--- config.mk ---
export PLATFORM = sky130hd
export DESIGN_NAME = hif_top
export DESIGN_NICKNAME = d
export VERILOG_FILES = /design/src/inc/hif_pkg.sv /design/src/hdl/hif_top.sv /design/src/hdl/hif_flag.sv /design/src/hdl/hif_buf2.sv
export SDC_FILE = /design/constraint.sdc
export NUM_CORES = 1
export LEC_CHECK = 0
export BUFFER_PORTS_ARGS = -buffer_cell sky130_fd_sc_hd__buf_2
export CAP_MARGIN = 20
export CORE_AREA = 2 2 71 123
export DETAILED_ROUTE_END_ITERATION = 12
export DIE_AREA = 0 0 73 125
export HOLD_SLACK_MARGIN = 0.03
export PLACE_DENSITY = 0.83
export SYNTH_ARGS = -nofsm -noshare
export SYNTH_HDL_FRONTEND = slang
export SYNTH_SLANG_ARGS = --single-unit
--- constraint.sdc ---
create_clock -name clk -period 2.3 [get_ports clk]
set_input_delay 0.46 -clock clk [delete_from_list [all_inputs] [get_ports clk]]
set_output_delay 0.46 -clock clk [all_outputs]
set_load 0.05 [all_outputs]
--- src/inc/hif_pkg.sv ---
// Function
// Eight-bit enable mask, one bit per flag.
// Collision enable counts only in terminal mode.
// Collision flag on echo mismatch; zero in NT.
// Receive packet end sets receive end flag.
// Closing flag sent sets flag, drops priority.
// Receive abort sequence sets abort flag.
// Four bytes left while draining sets low flag.
// Untagged empty sets underrun, sends abort sequence.
// Fifteen or more received bytes sets high flag.
// Byte into full FIFO: overflow, receiver off.
// Status read clears every interrupt flag; a flag set in the same cycle as the read stays set.
// First address byte compared against six-bit mask.
// First-byte compare off skips first byte.
// Second address byte compared against seven-bit mask.
// All-ones second byte is broadcast, always accepted.
// Second-byte compare off skips second byte.
// Mask written, status read, same address.
// Status register summary bit shows pending interrupt.
// Interrupt request follows enabled pending flags.
package hif_pkg;

  // Register port addresses.
  localparam logic [4:0] HIF_ADDR_STATUS = 5'h03;
  localparam logic [4:0] HIF_ADDR_IRQ = 5'h04;
  localparam logic [4:0] HIF_ADDR_ARM1 = 5'h06;
  localparam logic [4:0] HIF_ADDR_ARM2 = 5'h07;

  // Flag and enable bit positions.
  localparam int HIF_BIT_COLL = 7;
  localparam int HIF_BIT_RXEND = 6;
  localparam int HIF_BIT_TXEND = 5;
  localparam int HIF_BIT_ABORT = 4;
  localparam int HIF_BIT_TXLOW = 3;
  localparam int HIF_BIT_UNDER = 2;
  localparam int HIF_BIT_RXHIGH = 1;
  localparam int HIF_BIT_OVF = 0;
  localparam int HIF_BIT_CMP_EN = 0;

  // Reset values.
  localparam logic [7:0] HIF_RST_MASK = 8'h00;
  localparam logic [7:0] HIF_RST_ARM = 8'h00;

  // FIFO thresholds and the broadcast address pattern.
  localparam logic [4:0] HIF_TX_LOW_LEVEL = 5'h04;
  localparam logic [4:0] HIF_RX_HIGH_LEVEL = 5'h0f;
  localparam logic [4:0] HIF_FIFO_DEPTH = 5'h13;
  localparam logic [6:0] HIF_BROADCAST = 7'h7f;

  // Events from the HDLC transmitter, receiver and FIFOs.
  typedef struct packed {
    logic echo_valid;
    logic echo_bit;
    logic d_bit;
    logic rx_end;
    logic tx_end;
    logic rx_abort;
    logic tx_pop;
    logic tx_underrun;
    logic rx_push;
  } hif_evt_type;

  // One received byte with its packet position marks.
  typedef struct packed {
    logic [7:0] data;
    logic first;
    logic last;
  } hif_byte_type;

  // Address filter states.
  typedef enum logic [1:0] {
    ST_ADDR1 = 2'b00,
    ST_ADDR2 = 2'b01,
    ST_PASS = 2'b10,
    ST_DROP = 2'b11
  } hif_filt_state_type;

endpackage : hif_pkg

--- src/hdl/hif_top.sv ---
// Interrupt flags, enable mask and receive address filter of the HDLC.
module hif_top
  import hif_pkg::*;
(
  input wire logic clk,
  input wire logic nrst,
  input wire logic [4:0] up_addr,
  input wire logic up_wr,
  input wire logic up_rd,
  input wire logic [7:0] up_wdata,
  output logic [7:0] up_rdata,
  input wire logic te_mode,
  input wire logic tx_enable,
  input wire logic addr_recog_enable,
  input wire hif_evt_type evt,
  input wire logic [4:0] tx_level,
  input wire logic [4:0] rx_level,
  input wire logic tx_packet_loaded,
  input wire logic rx_flag_seen,
  input wire logic [6:0] status_upper,
  input wire hif_byte_type rx_in,
  input wire logic rx_in_valid,
  output logic rx_in_ready,
  output hif_byte_type rx_out,
  output logic rx_out_valid,
  input wire logic rx_out_ready,
  output logic irq,
  output logic rx_enable,
  output logic tx_prio_high,
  output logic tx_abort
);

  logic [7:0] mask_q; // Interrupt enable mask.
  logic [7:0] arm1_q; // First address byte match register.
  logic [7:0] arm2_q; // Second address byte match register.
  logic [7:0] rdata_q; // Read data held for the processor.
  logic [7:0] flags_q; // Sticky interrupt flags.
  logic [7:0] set_v; // Flag set events this cycle.
  logic [7:0] flags_vis; // Flags as the processor sees them.
  logic [7:0] mask_eff; // Mask with the collision enable gated.
  logic pend; // Some enabled flag is pending.
  logic irq_q; // Registered interrupt request.
  logic rd_irq; // Read of the interrupt status register.
  logic rx_en_q; // Receiver enabled.
  logic prio_q; // High transmit access priority.
  logic abort_q; // Abort sequence request pulse.
  logic coll_set; // Collision seen this cycle.
  logic ovf_set; // Receive overflow this cycle.

  hif_filt_state_type st_q; // Address filter state.
  hif_filt_state_type st_d; // Next address filter state.
  hif_byte_type hold1_q; // First address byte held back.
  hif_byte_type hold2_q; // Second byte waiting for replay.
  logic replay_q; // Second byte still to be pushed.
  logic take; // Input byte accepted this cycle.
  logic cmp1; // First byte compare active.
  logic cmp2; // Second byte compare active.
  logic a1_ok; // First byte matches or is not compared.
  logic a2_ok; // Second byte matches or is broadcast.
  logic push_v; // Word offered to the buffer.
  hif_byte_type push_b; // Word offered to the buffer.
  logic buf_ready; // Buffer has room.

  // Processor writes: mask and status share an address.
  always_ff @(posedge clk or negedge nrst) begin
    if (!nrst) begin
      mask_q <= HIF_RST_MASK;
      arm1_q <= HIF_RST_ARM;
      arm2_q <= HIF_RST_ARM;
    end else if (up_wr) begin
      unique case (up_addr)
        HIF_ADDR_IRQ: mask_q <= up_wdata;
        HIF_ADDR_ARM1: arm1_q <= up_wdata;
        HIF_ADDR_ARM2: arm2_q <= up_wdata;
        default: begin
          // Other addresses belong to other blocks.
        end
      endcase
    end
  end

  // Collision enable only counts in terminal mode.
  assign mask_eff = {mask_q[HIF_BIT_COLL] & te_mode, mask_q[6:0]};

  // Collision in NT mode always reads zero.
  assign flags_vis = {flags_q[HIF_BIT_COLL] & te_mode, flags_q[6:0]};

  // Echo mismatch while transmitting in terminal mode.
  assign coll_set = te_mode & tx_enable & evt.echo_valid
    & (evt.echo_bit != evt.d_bit);

  // A byte pushed into a full receive FIFO.
  assign ovf_set = evt.rx_push & (rx_level == HIF_FIFO_DEPTH);

  // Gather the flag set events.
  always_comb begin
    set_v = 8'h00;
    set_v[HIF_BIT_COLL] = coll_set;
    set_v[HIF_BIT_RXEND] = evt.rx_end;
    set_v[HIF_BIT_TXEND] = evt.tx_end;
    set_v[HIF_BIT_ABORT] = evt.rx_abort;
    set_v[HIF_BIT_TXLOW] = evt.tx_pop & (tx_level == HIF_TX_LOW_LEVEL);
    set_v[HIF_BIT_UNDER] = evt.tx_underrun;
    set_v[HIF_BIT_RXHIGH] = (rx_level >= HIF_RX_HIGH_LEVEL);
    set_v[HIF_BIT_OVF] = ovf_set;
  end

  // A read of the status register clears every flag not being set in the same cycle.
  assign rd_irq = up_rd & (up_addr == HIF_ADDR_IRQ);

  // One sticky flag per interrupt source.
  for (genvar i = 0; i < 8; i++) begin : g_flag
    hif_flag u_flag (
      .clk(clk),
      .nrst(nrst),
      .set(set_v[i]),
      .clr(rd_irq),
      .q(flags_q[i])
    );
  end

  // Summary of enabled pending flags.
  assign pend = |(flags_vis & mask_eff);

  // Interrupt request follows the summary one cycle later.
  always_ff @(posedge clk or negedge nrst) begin
    if (!nrst) begin
      irq_q <= 1'b0;
    end else begin
      irq_q <= pend;
    end
  end

  // Processor reads; status reads return the flags.
  always_ff @(posedge clk or negedge nrst) begin
    if (!nrst) begin
      rdata_q <= 8'h00;
    end else if (up_rd) begin
      unique case (up_addr)
        HIF_ADDR_STATUS: rdata_q <= {status_upper, pend};
        HIF_ADDR_IRQ: rdata_q <= flags_vis;
        HIF_ADDR_ARM1: rdata_q <= arm1_q;
        HIF_ADDR_ARM2: rdata_q <= arm2_q;
        default: rdata_q <= 8'h00;
      endcase
    end
  end

  // Transmit priority: high when a packet is loaded, low after it ends.
  always_ff @(posedge clk or negedge nrst) begin
    if (!nrst) begin
      prio_q <= 1'b0;
    end else if (evt.tx_end) begin
      prio_q <= 1'b0;
    end else if (tx_packet_loaded) begin
      prio_q <= 1'b1;
    end
  end

  // Underrun asks the transmitter for an abort sequence.
  always_ff @(posedge clk or negedge nrst) begin
    if (!nrst) begin
      abort_q <= 1'b0;
    end else begin
      abort_q <= evt.tx_underrun;
    end
  end

  // Overflow turns the receiver off until the next flag.
  always_ff @(posedge clk or negedge nrst) begin
    if (!nrst) begin
      rx_en_q <= 1'b1;
    end else if (ovf_set) begin
      rx_en_q <= 1'b0;
    end else if (rx_flag_seen) begin
      rx_en_q <= 1'b1;
    end
  end

  // Address comparisons.
  assign cmp1 = addr_recog_enable & arm1_q[HIF_BIT_CMP_EN];
  assign cmp2 = addr_recog_enable & arm2_q[HIF_BIT_CMP_EN];
  assign a1_ok = !cmp1 || (rx_in.data[7:2] == arm1_q[7:2]);
  assign a2_ok = (rx_in.data[7:1] == HIF_BROADCAST)
    || (rx_in.data[7:1] == arm2_q[7:1]);

  // Input stalls while the buffer is full or a replay is due.
  assign rx_in_ready = buf_ready & ~replay_q;
  assign take = rx_in_valid & rx_in_ready;

  // Filter state: bytes taken while the receiver is off are dropped.
  always_comb begin
    st_d = st_q;
    if (take && rx_en_q) begin
      if (rx_in.first) begin
        if (!a1_ok) begin
          st_d = ST_DROP;
        end else if (cmp2) begin
          st_d = ST_ADDR2;
        end else begin
          st_d = ST_PASS;
        end
      end else begin
        unique case (st_q)
          ST_ADDR2: st_d = a2_ok ? ST_PASS : ST_DROP;
          ST_PASS: st_d = ST_PASS;
          ST_DROP: st_d = ST_DROP;
          ST_ADDR1: st_d = ST_ADDR1;
        endcase
      end
      if (rx_in.last) begin
        st_d = ST_ADDR1;
      end
    end
  end

  // Filter state register.
  always_ff @(posedge clk or negedge nrst) begin
    if (!nrst) begin
      st_q <= ST_ADDR1;
    end else begin
      st_q <= st_d;
    end
  end

  // Words offered to the buffer.
  always_comb begin
    push_v = 1'b0;
    push_b = rx_in;
    if (replay_q) begin
      push_v = 1'b1;
      push_b = hold2_q;
    end else if (take && rx_en_q) begin
      if (rx_in.first) begin
        push_v = a1_ok & ~cmp2;
      end else if (st_q == ST_ADDR2) begin
        push_v = a2_ok;
        push_b = hold1_q;
      end else begin
        push_v = (st_q == ST_PASS);
      end
    end
  end

  // First byte held back until the second is judged.
  always_ff @(posedge clk or negedge nrst) begin
    if (!nrst) begin
      hold1_q <= '0;
    end else if (take && rx_in.first) begin
      hold1_q <= rx_in;
    end
  end

  // Accepted second byte follows its first byte one push later.
  always_ff @(posedge clk or negedge nrst) begin
    if (!nrst) begin
      replay_q <= 1'b0;
      hold2_q <= '0;
    end else if (replay_q) begin
      replay_q <= ~buf_ready;
    end else if (take && rx_en_q && !rx_in.first && st_q == ST_ADDR2 && a2_ok) begin
      replay_q <= 1'b1;
      hold2_q <= rx_in;
    end
  end

  // Two-entry output buffer.
  hif_buf2 #(
    .W($bits(hif_byte_type))
  ) u_buf (
    .clk(clk),
    .nrst(nrst),
    .in_valid(push_v),
    .in_ready(buf_ready),
    .in_data(push_b),
    .out_valid(rx_out_valid),
    .out_ready(rx_out_ready),
    .out_data(rx_out)
  );

  assign up_rdata = rdata_q;
  assign irq = irq_q;
  assign rx_enable = rx_en_q;
  assign tx_prio_high = prio_q;
  assign tx_abort = abort_q;
endmodule : hif_top

--- src/hdl/hif_flag.sv ---
// One sticky flag; a set in the clearing cycle wins.
module hif_flag (
  input wire logic clk,
  input wire logic nrst,
  input wire logic set,
  input wire logic clr,
  output logic q
);

  // Set has priority over clear so no event is lost.
  always_ff @(posedge clk or negedge nrst) begin
    if (!nrst) begin
      q <= 1'b0;
    end else begin
      q <= set | (q & ~clr);
    end
  end

endmodule : hif_flag

--- src/hdl/hif_buf2.sv ---
// Two-entry buffer; a stall at the output loses no word.
module hif_buf2 #(
  parameter int W = 10
) (
  input wire logic clk,
  input wire logic nrst,
  input wire logic in_valid,
  output logic in_ready,
  input wire logic [W-1:0] in_data,
  output logic out_valid,
  input wire logic out_ready,
  output logic [W-1:0] out_data
);

  logic [W-1:0] slot_q [2]; // Storage slots.
  logic wr_q; // Write slot pointer.
  logic rd_q; // Read slot pointer.
  logic [1:0] cnt_q; // Words held.
  logic push; // Word taken in.
  logic pop; // Word handed out.

  assign in_ready = (cnt_q != 2'd2);
  assign out_valid = (cnt_q != 2'd0);
  assign out_data = slot_q[rd_q];
  assign push = in_valid & in_ready;
  assign pop = out_valid & out_ready;

  // Slot storage and pointers.
  always_ff @(posedge clk or negedge nrst) begin
    if (!nrst) begin
      slot_q[0] <= '0;
      slot_q[1] <= '0;
      wr_q <= 1'b0;
      rd_q <= 1'b0;
    end else begin
      if (push) begin
        slot_q[wr_q] <= in_data;
        wr_q <= ~wr_q;
      end
      if (pop) begin
        rd_q <= ~rd_q;
      end
    end
  end

  // Fill count.
  always_ff @(posedge clk or negedge nrst) begin
    if (!nrst) begin
      cnt_q <= 2'd0;
    end else if (push && !pop) begin
      cnt_q <= cnt_q + 2'd1;
    end else if (pop && !push) begin
      cnt_q <= cnt_q - 2'd1;
    end
  end

endmodule : hif_buf2

; ---- Word-level counts from Yosys, hierarchy flattened
; Index checks and enable logic that the tools add are counted.
[classes]
n_reduce_logical = 24
eq_ne = 14
n_bitwise = 40
order_cmp = 4
n_addsub = 2
muxes = 29
[op_table]
columns = cell, n
row1 = $mux W10, 8
row2 = $pmux W8 S4, 1
row3 = $and A1 B1 Y1, 23
row4 = $bwmux W20, 1
row5 = $eq A5 B3 Y1 const B, 4
row6 = $mux W2, 6
row7 = $mux W1, 11
row8 = $demux W10 S1, 1
row9 = $and A8 B8 Y8, 1
row10 = $logic_and A1 B1 Y1, 8
row11 = $or A1 B1 Y1, 8
row12 = $pmux W2 S4, 1
row13 = $reduce_and A2 Y1, 4
row14 = $reduce_bool A2 Y1, 4
row15 = $reduce_or A8 Y1, 1
row16 = $eq A7 B7 Y1, 1
row17 = $eq A7 B7 Y1 const B, 1
row18 = $eq A6 B6 Y1, 1
row19 = $not A1 Y1, 6
row20 = $eq A5 B2 Y1 const B, 1
row21 = $eq A5 B5 Y1 const B, 1
row22 = $ge A5 B4 Y1 const B, 1
row23 = $eq A2 B2 Y1 const B, 2
row24 = $ge A2 B2 Y1 const B, 2
row25 = 10 further kinds, 15
[totals]
input_bits = 60
register_bits = 91

; ---- Depth between registers and ports, before layout
[depth]
depth_word = 12
depth_mapped = 8
mapped_depth_nobuf = 8

; ---- Cells and area by module
; From an unflattened synthesis, not the netlist that was laid out.
[unflattened]
hier_cells = 348
area_unflattened_um2 = 4428.0
[by_module_without_submodules]
columns = module, cells_per_inst, n_inst, area_per_inst_um2
row1 = hif_top, 254, 1, 2976.6
row2 = hif_buf2, 70, 1, 1161.1
row3 = hif_flag, 3, 8, 36.3

; ---- Worst setup path before layout
; Ideal clock, no wire load.
[synth_path]
kind = register -> register
from = reg rx_en_q (netlist: rx_enable)
to = reg hold2_q[0] (netlist bit)
period_less_slack_ps = 1934
stages_incl_launch_ff = 6
t_required_ps = 2175
slack_ps = 366
t_arrival_ps = 1809
n_path_buf = 1
setup_time_ps = 125
path_cell_list = dfstp_2 and4bb_2 nand3_1 buf_4 nor2_4 mux2_2
[synth_between]
elab_chain_cells = 5
[synth_rtl]
columns = item, line
row1 = from (decl), hif_top.sv:44  ; logic rx_en_q;
row2 = from (signal assigned), hif_top.sv:172  ; rx_en_q <= 1'b1;
row3 = from (signal assigned), hif_top.sv:174  ; rx_en_q <= 1'b0;
row4 = from (signal assigned), hif_top.sv:176  ; rx_en_q <= 1'b1;
row5 = $logic_and A1 B1 Y1 (4 in a row), hif_top.sv:261  ; end else if (take && rx_en_q && !rx_in.first && st_q == ST_ADDR2 && a2_ok) begin
row6 = $reduce_and A2 Y1 (no source line), --
row7 = to (signal assigned), hif_top.sv:263  ; hold2_q <= rx_in;
row8 = to (decl), hif_top.sv:53  ; hif_byte_type hold2_q;
; No other way between the ends.
; A chain may end at the register's enable or synchronous reset.

; ---- Worst setup path in the final report
[layout_path]
from = reg arm2_q[7]
to = reg u_buf.cnt_q[1]
[layout_between]
elab_chain_cells = 10
[layout_rtl]
columns = item, line
row1 = from (decl), hif_top.sv:35  ; logic [7:0] arm2_q;
row2 = from (signal assigned), hif_top.sv:74  ; HIF_ADDR_ARM2: arm2_q <= up_wdata;
row3 = $eq A7 B7 Y1 (*), hif_top.sv:185  ; || (rx_in.data[7:1] == arm2_q[7:1]);
row4 = $logic_or A1 B1 Y1 (*), hif_top.sv:185
row5 = $mux W1 (*), hif_top.sv:236  ; end else if (st_q == ST_ADDR2) begin
row6 = $mux W1 (*), hif_top.sv:234  ; if (rx_in.first) begin
row7 = $mux W1 (*), hif_top.sv:233  ; end else if (take && rx_en_q) begin
row8 = $mux W1 (*), hif_top.sv:230  ; if (replay_q) begin
row9 = $and A1 B1 Y1 (*), hif_buf2.sv:25  ; assign push = in_valid & in_ready;
row10 = named net u_buf.push, hif_buf2.sv:19  ; logic push;
row11 = $logic_not A1 Y1, hif_buf2.sv:52  ; end else if (pop && !push) begin
row12 = $logic_and A1 B1 Y1, hif_buf2.sv:52
row13 = $reduce_bool A2 Y1 (no source line), --
row14 = to (signal assigned), hif_buf2.sv:51  ; cnt_q <= cnt_q + 2'd1;
row15 = to (signal assigned), hif_buf2.sv:53  ; cnt_q <= cnt_q - 2'd1;
row16 = to (decl), hif_buf2.sv:18  ; logic [1:0] cnt_q;
; Mark *: on every way through the listed nets, which the timed path passes. The rest lies on a longest branch.

==> summary.log <==
INFO  logic_synthesis synth_seq_cells=91
INFO  cells_and_area insertedDiodeCount=0
INFO  timing         worst_slew_pin_slew=0.5547ns
INFO  timing         totalNegativeSetupSlack=0ns
INFO  worst_setup_path endpoint_kind=flop
INFO  die            floorplan.initialDensity=0.5319
INFO  worst_setup_path timing.critical_path.arrival=2.38ns
INFO  grt            grt_pass1_wl=15540um
INFO  timing         period_needed=2.152ns
INFO  grt            grt_start_max_net_pins=41
INFO  logic_synthesis synthesis.instances=347
INFO  timing         fraction_of_the_cycle_the_final_worst_path_needs=0.9356
INFO  route          vias=3114
INFO  cts            clockRootBuffer=sky130_fd_sc_hd__clkbuf_16
INFO  hold_path      type_of_the_most_critical_hold_path=primary input to asynchronous set/reset pin
INFO  die            number_of_placed_i_o_pins=84
INFO  cts            post-cts-setup-buffer-count=0
INFO  cells_and_area nFillCells=638
INFO  timing         maxSlewHeadroom=0.6291
INFO  logic_synthesis synthDistinctLibCells=49
INFO  die            die_width=73um
INFO  worst_setup_path critical_path.max_stage_delay=0.52ns
INFO  cts            clk_transition_reported_paths=0.06ns
INFO  cts            cts_tree=yes
INFO  timing         rsz0062_at_grt=false
INFO  die            row_count=44
INFO  worst_setup_path critPathTopFamily=simple AND/OR/NAND/NOR gates
INFO  worst_setup_path timing.critical_path.cells=xor2_1, nor4_1, a21o_2, a22o_2, ha_1, xor2_1, nor2_1, xor2_1
INFO  placed_design  place.gp.congestion=0.8658
INFO  power_and_ir_drop power.density=1116nW/um2
INFO  grt            grt_overflow=0
INFO  cts            cts-buffers-inserted=9
INFO  cells_and_area flow.area_growth_from_synthesis=19.79%
INFO  route          detail_route.vias_per_cell=5.821
INFO  timing         clock_skew=0.007362ns
INFO  timing         maxClockFrequency=464.7MHz
INFO  grt            grt_util_overall=0.2212
INFO  logic_synthesis synth_warnings=0
INFO  logic_synthesis netlist_area=4363um2
INFO  cts            postCtsResizedCells=0
INFO  route          route.final.wire_length=9496um
INFO  cells_and_area post_route_cells_drive_above_1_share=0.4334
INFO  flow_run       max_cap_viol_count=0
INFO  outcome        status=complete, no violations
INFO  power_and_ir_drop power_leakage=2.497nW
INFO  grt            antenna_found_initial=0
INFO  cts            clk_latency=0.34ns
INFO  cts            htreeDepth=3
INFO  route          wl_per_cell=17.75um
INFO  cells_and_area final_cell_mix=90 x sky130_fd_sc_hd__dfrtp_1, 82 x sky130_fd_sc_hd__buf_2, 69 x sky130_fd_sc_hd__mux2_2
INFO  logic_synthesis synth_seq_area_share=0.5222
INFO  route          drt_first_iter_violations=224
INFO  die            die_height=125um
INFO  logic_synthesis async_reset_ff_frac=1.000
INFO  worst_setup_path worstPathRequired=2.52ns
INFO  worst_setup_path worst-setup-path-type=flop to flop
INFO  logic_synthesis yosys_most_used_dff=sky130_fd_sc_hd__dfrtp_1
INFO  grt            first_global_vias=3250
INFO  placed_design  placement.io_buffers=83
INFO  cells_and_area fin_nets=500
INFO  route          drt_pass1_iterations=5
INFO  power_and_ir_drop total_power=5.835mW
INFO  timing         slew_viol_final=0
INFO  worst_setup_path crit_path_start_kind=flop
INFO  route          detail_route.drc_violations=0
INFO  cts            ctsHoldBuffers=0
INFO  logic_synthesis synth_enable_flop_cells=0
INFO  timing         timing.hold.ws=0.09965ns
INFO  worst_setup_path critPathBufInv=0
INFO  die            design.core.area=8203um2
INFO  timing         finalHoldViolCount=0
INFO  cts            cts_sinks=91
INFO  worst_setup_path critical_path.most_common_cell=sky130_fd_sc_hd__xor2_1
INFO  worst_setup_path crit_path_top_delay_cell=sky130_fd_sc_hd__nor4_1
INFO  power_and_ir_drop vdd_ir_drop_max=0.6241mV
INFO  logic_synthesis postSynthNetCount=408
INFO  cells_and_area mostFrequentLayoutCell=sky130_fd_sc_hd__dfrtp_1
INFO  timing         final-setup-viol-count=0
INFO  cts            cts.path.max_buffers=2
INFO  route          final_antenna_net_count=0
INFO  worst_setup_path path_max_fanout=3
INFO  placed_design  place.detailed.hpwl=7169um
INFO  die            die-area=9125um2
INFO  logic_synthesis synth.avg_cell_area=12.57um2
## state kept, by name (all words and copies together) (netlist names), 2 cells and up
name             count
u_buf.slot_q        20
hold1_q             10
hold2_q             10
arm1_q               8
arm2_q               8
g_flag.u_flag.q      8
mask_q               8
up_rdata             8
st_q                 2
u_buf.cnt_q          2
## Yosys cell counts (2+ instances only)
master / instances / share of area
sky130_fd_sc_hd__mux2_4: 10 / 0.034
sky130_fd_sc_hd__a21o_1: 7 / 0.012
sky130_fd_sc_hd__nor2b_1: 5 / 0.0072
sky130_fd_sc_hd__nand4_1: 2 / 0.0029
sky130_fd_sc_hd__nand2_1: 22 / 0.019
sky130_fd_sc_hd__and3_1: 4 / 0.0057
sky130_fd_sc_hd__a222oi_1: 7 / 0.016
sky130_fd_sc_hd__o22ai_1: 9 / 0.013
sky130_fd_sc_hd__inv_1: 11 / 0.0095
sky130_fd_sc_hd__nor3_1: 2 / 0.0023
sky130_fd_sc_hd__nor2_1: 14 / 0.012
sky130_fd_sc_hd__a22oi_1: 2 / 0.0034
sky130_fd_sc_hd__nand3_1: 9 / 0.010
sky130_fd_sc_hd__xor2_1: 11 / 0.022
sky130_fd_sc_hd__clkbuf_1: 7 / 0.0060
sky130_fd_sc_hd__dfrtp_1: 90 / 0.52
sky130_fd_sc_hd__xnor2_1: 9 / 0.018
sky130_fd_sc_hd__nor4_1: 2 / 0.0029
sky130_fd_sc_hd__a22o_1: 3 / 0.0060
sky130_fd_sc_hd__a41oi_1: 4 / 0.0080
sky130_fd_sc_hd__nand2b_1: 2 / 0.0029
sky130_fd_sc_hd__mux2_2: 69 / 0.18
sky130_fd_sc_hd__o21ai_0: 12 / 0.014
sky130_fd_sc_hd__mux2i_1: 9 / 0.021
## layer usage
metal | vias to the layer above | GRT usage | part of all wire
li1 | 1463 | - | -
met1 | 1552 | 0.2430 | 0.39
met2 | 86 | 0.3969 | 0.56
met3 | 13 | 0.03626 | 0.032
met4 | 0 | 0.1068 | 0.020
met5 | - | 0 | 0
## final cells by class
class / count / area [um2] / area share
timing repair buffer: 91 / 503.0 / 0.09624
tap: 92 / 115.1 / 0.02203
multi-input combinational: 235 / 1993 / 0.3814
sequential: 91 / 2278 / 0.4360
clock buffer: 13 / 260.3 / 0.04980
inverter: 11 / 41.29 / 0.007900
clock inverter: 2 / 35.03 / 0.006703
## per-stage QoR
step                      std cells  worst slack [ns]    util  instance area (um2)
final                           535            0.1482  0.6371                 5226
after detailed placement        520          -0.03734  0.6011                 4931
after global placement          520           0.04092  0.6011                 4931
after CTS                       535            0.1777  0.6371                 5226
after global routing            535           0.04779  0.6371                 5226
after floorplan                 347            0.3658       -                 4363
## report_power, final
group	internal (mW)	total, mW	leakage, nW	switching [mW]
Combinational	0.894	2.02	1.23	1.12
Sequential	2.03	2.36	1.12	0.334
Clock	0.893	1.46	0.146	0.565
## worst reg2reg max path, cell delays in order (launching register included)
cell                      delay, ns
sky130_fd_sc_hd__dfrtp_1       0.41
sky130_fd_sc_hd__xor2_1        0.15
sky130_fd_sc_hd__nor4_1        0.52
sky130_fd_sc_hd__a21o_2        0.27
sky130_fd_sc_hd__a22o_2        0.18
sky130_fd_sc_hd__ha_1          0.16
sky130_fd_sc_hd__xor2_1        0.15
sky130_fd_sc_hd__nor2_1        0.07
sky130_fd_sc_hd__xor2_1        0.13
## worst paths after layout
path / from / to / slack [ns] / cells past startpoint
max: arm2_q[7]$_DFFE_PN0P_ / u_buf.cnt_q[1]$_DFFE_PN0P_ / 0.15 / 8
min: nrst / tx_abort$_DFF_PN0_ / 0.1 / 1
max reg2reg: arm2_q[7]$_DFFE_PN0P_ / u_buf.cnt_q[1]$_DFFE_PN0P_ / 0.15 / 8
min reg2reg: hold1_q[1]$_DFFE_PN0P_ / hold1_q[1]$_DFFE_PN0P_ / 0.48 / 1
max in group asynchronous: nrst / u_buf.slot_q[15]$_DFFE_PN0P_ / 1.54 / 2
min in group clk: evt[1] / tx_abort$_DFF_PN0_ / 0.25 / 1
## logic make-up (layout without fill, tap and decap cells)
group | after synthesis | after routing | share of synthesized area
adder cells (fa/ha/maj) | 1 | 1 | 0.002867
XOR/XNOR | 20 | 20 | 0.04015
flip-flops | 91 | 91 | 0.5222
AND/OR/NAND/NOR | 68 | 68 | 0.07772
multiplexers | 88 | 88 | 0.2332
buffers and inverters | 21 | 117 | 0.02094
AO/OA/AOI/OAI | 58 | 58 | 0.1030
(Power assumes the default switching activity.)
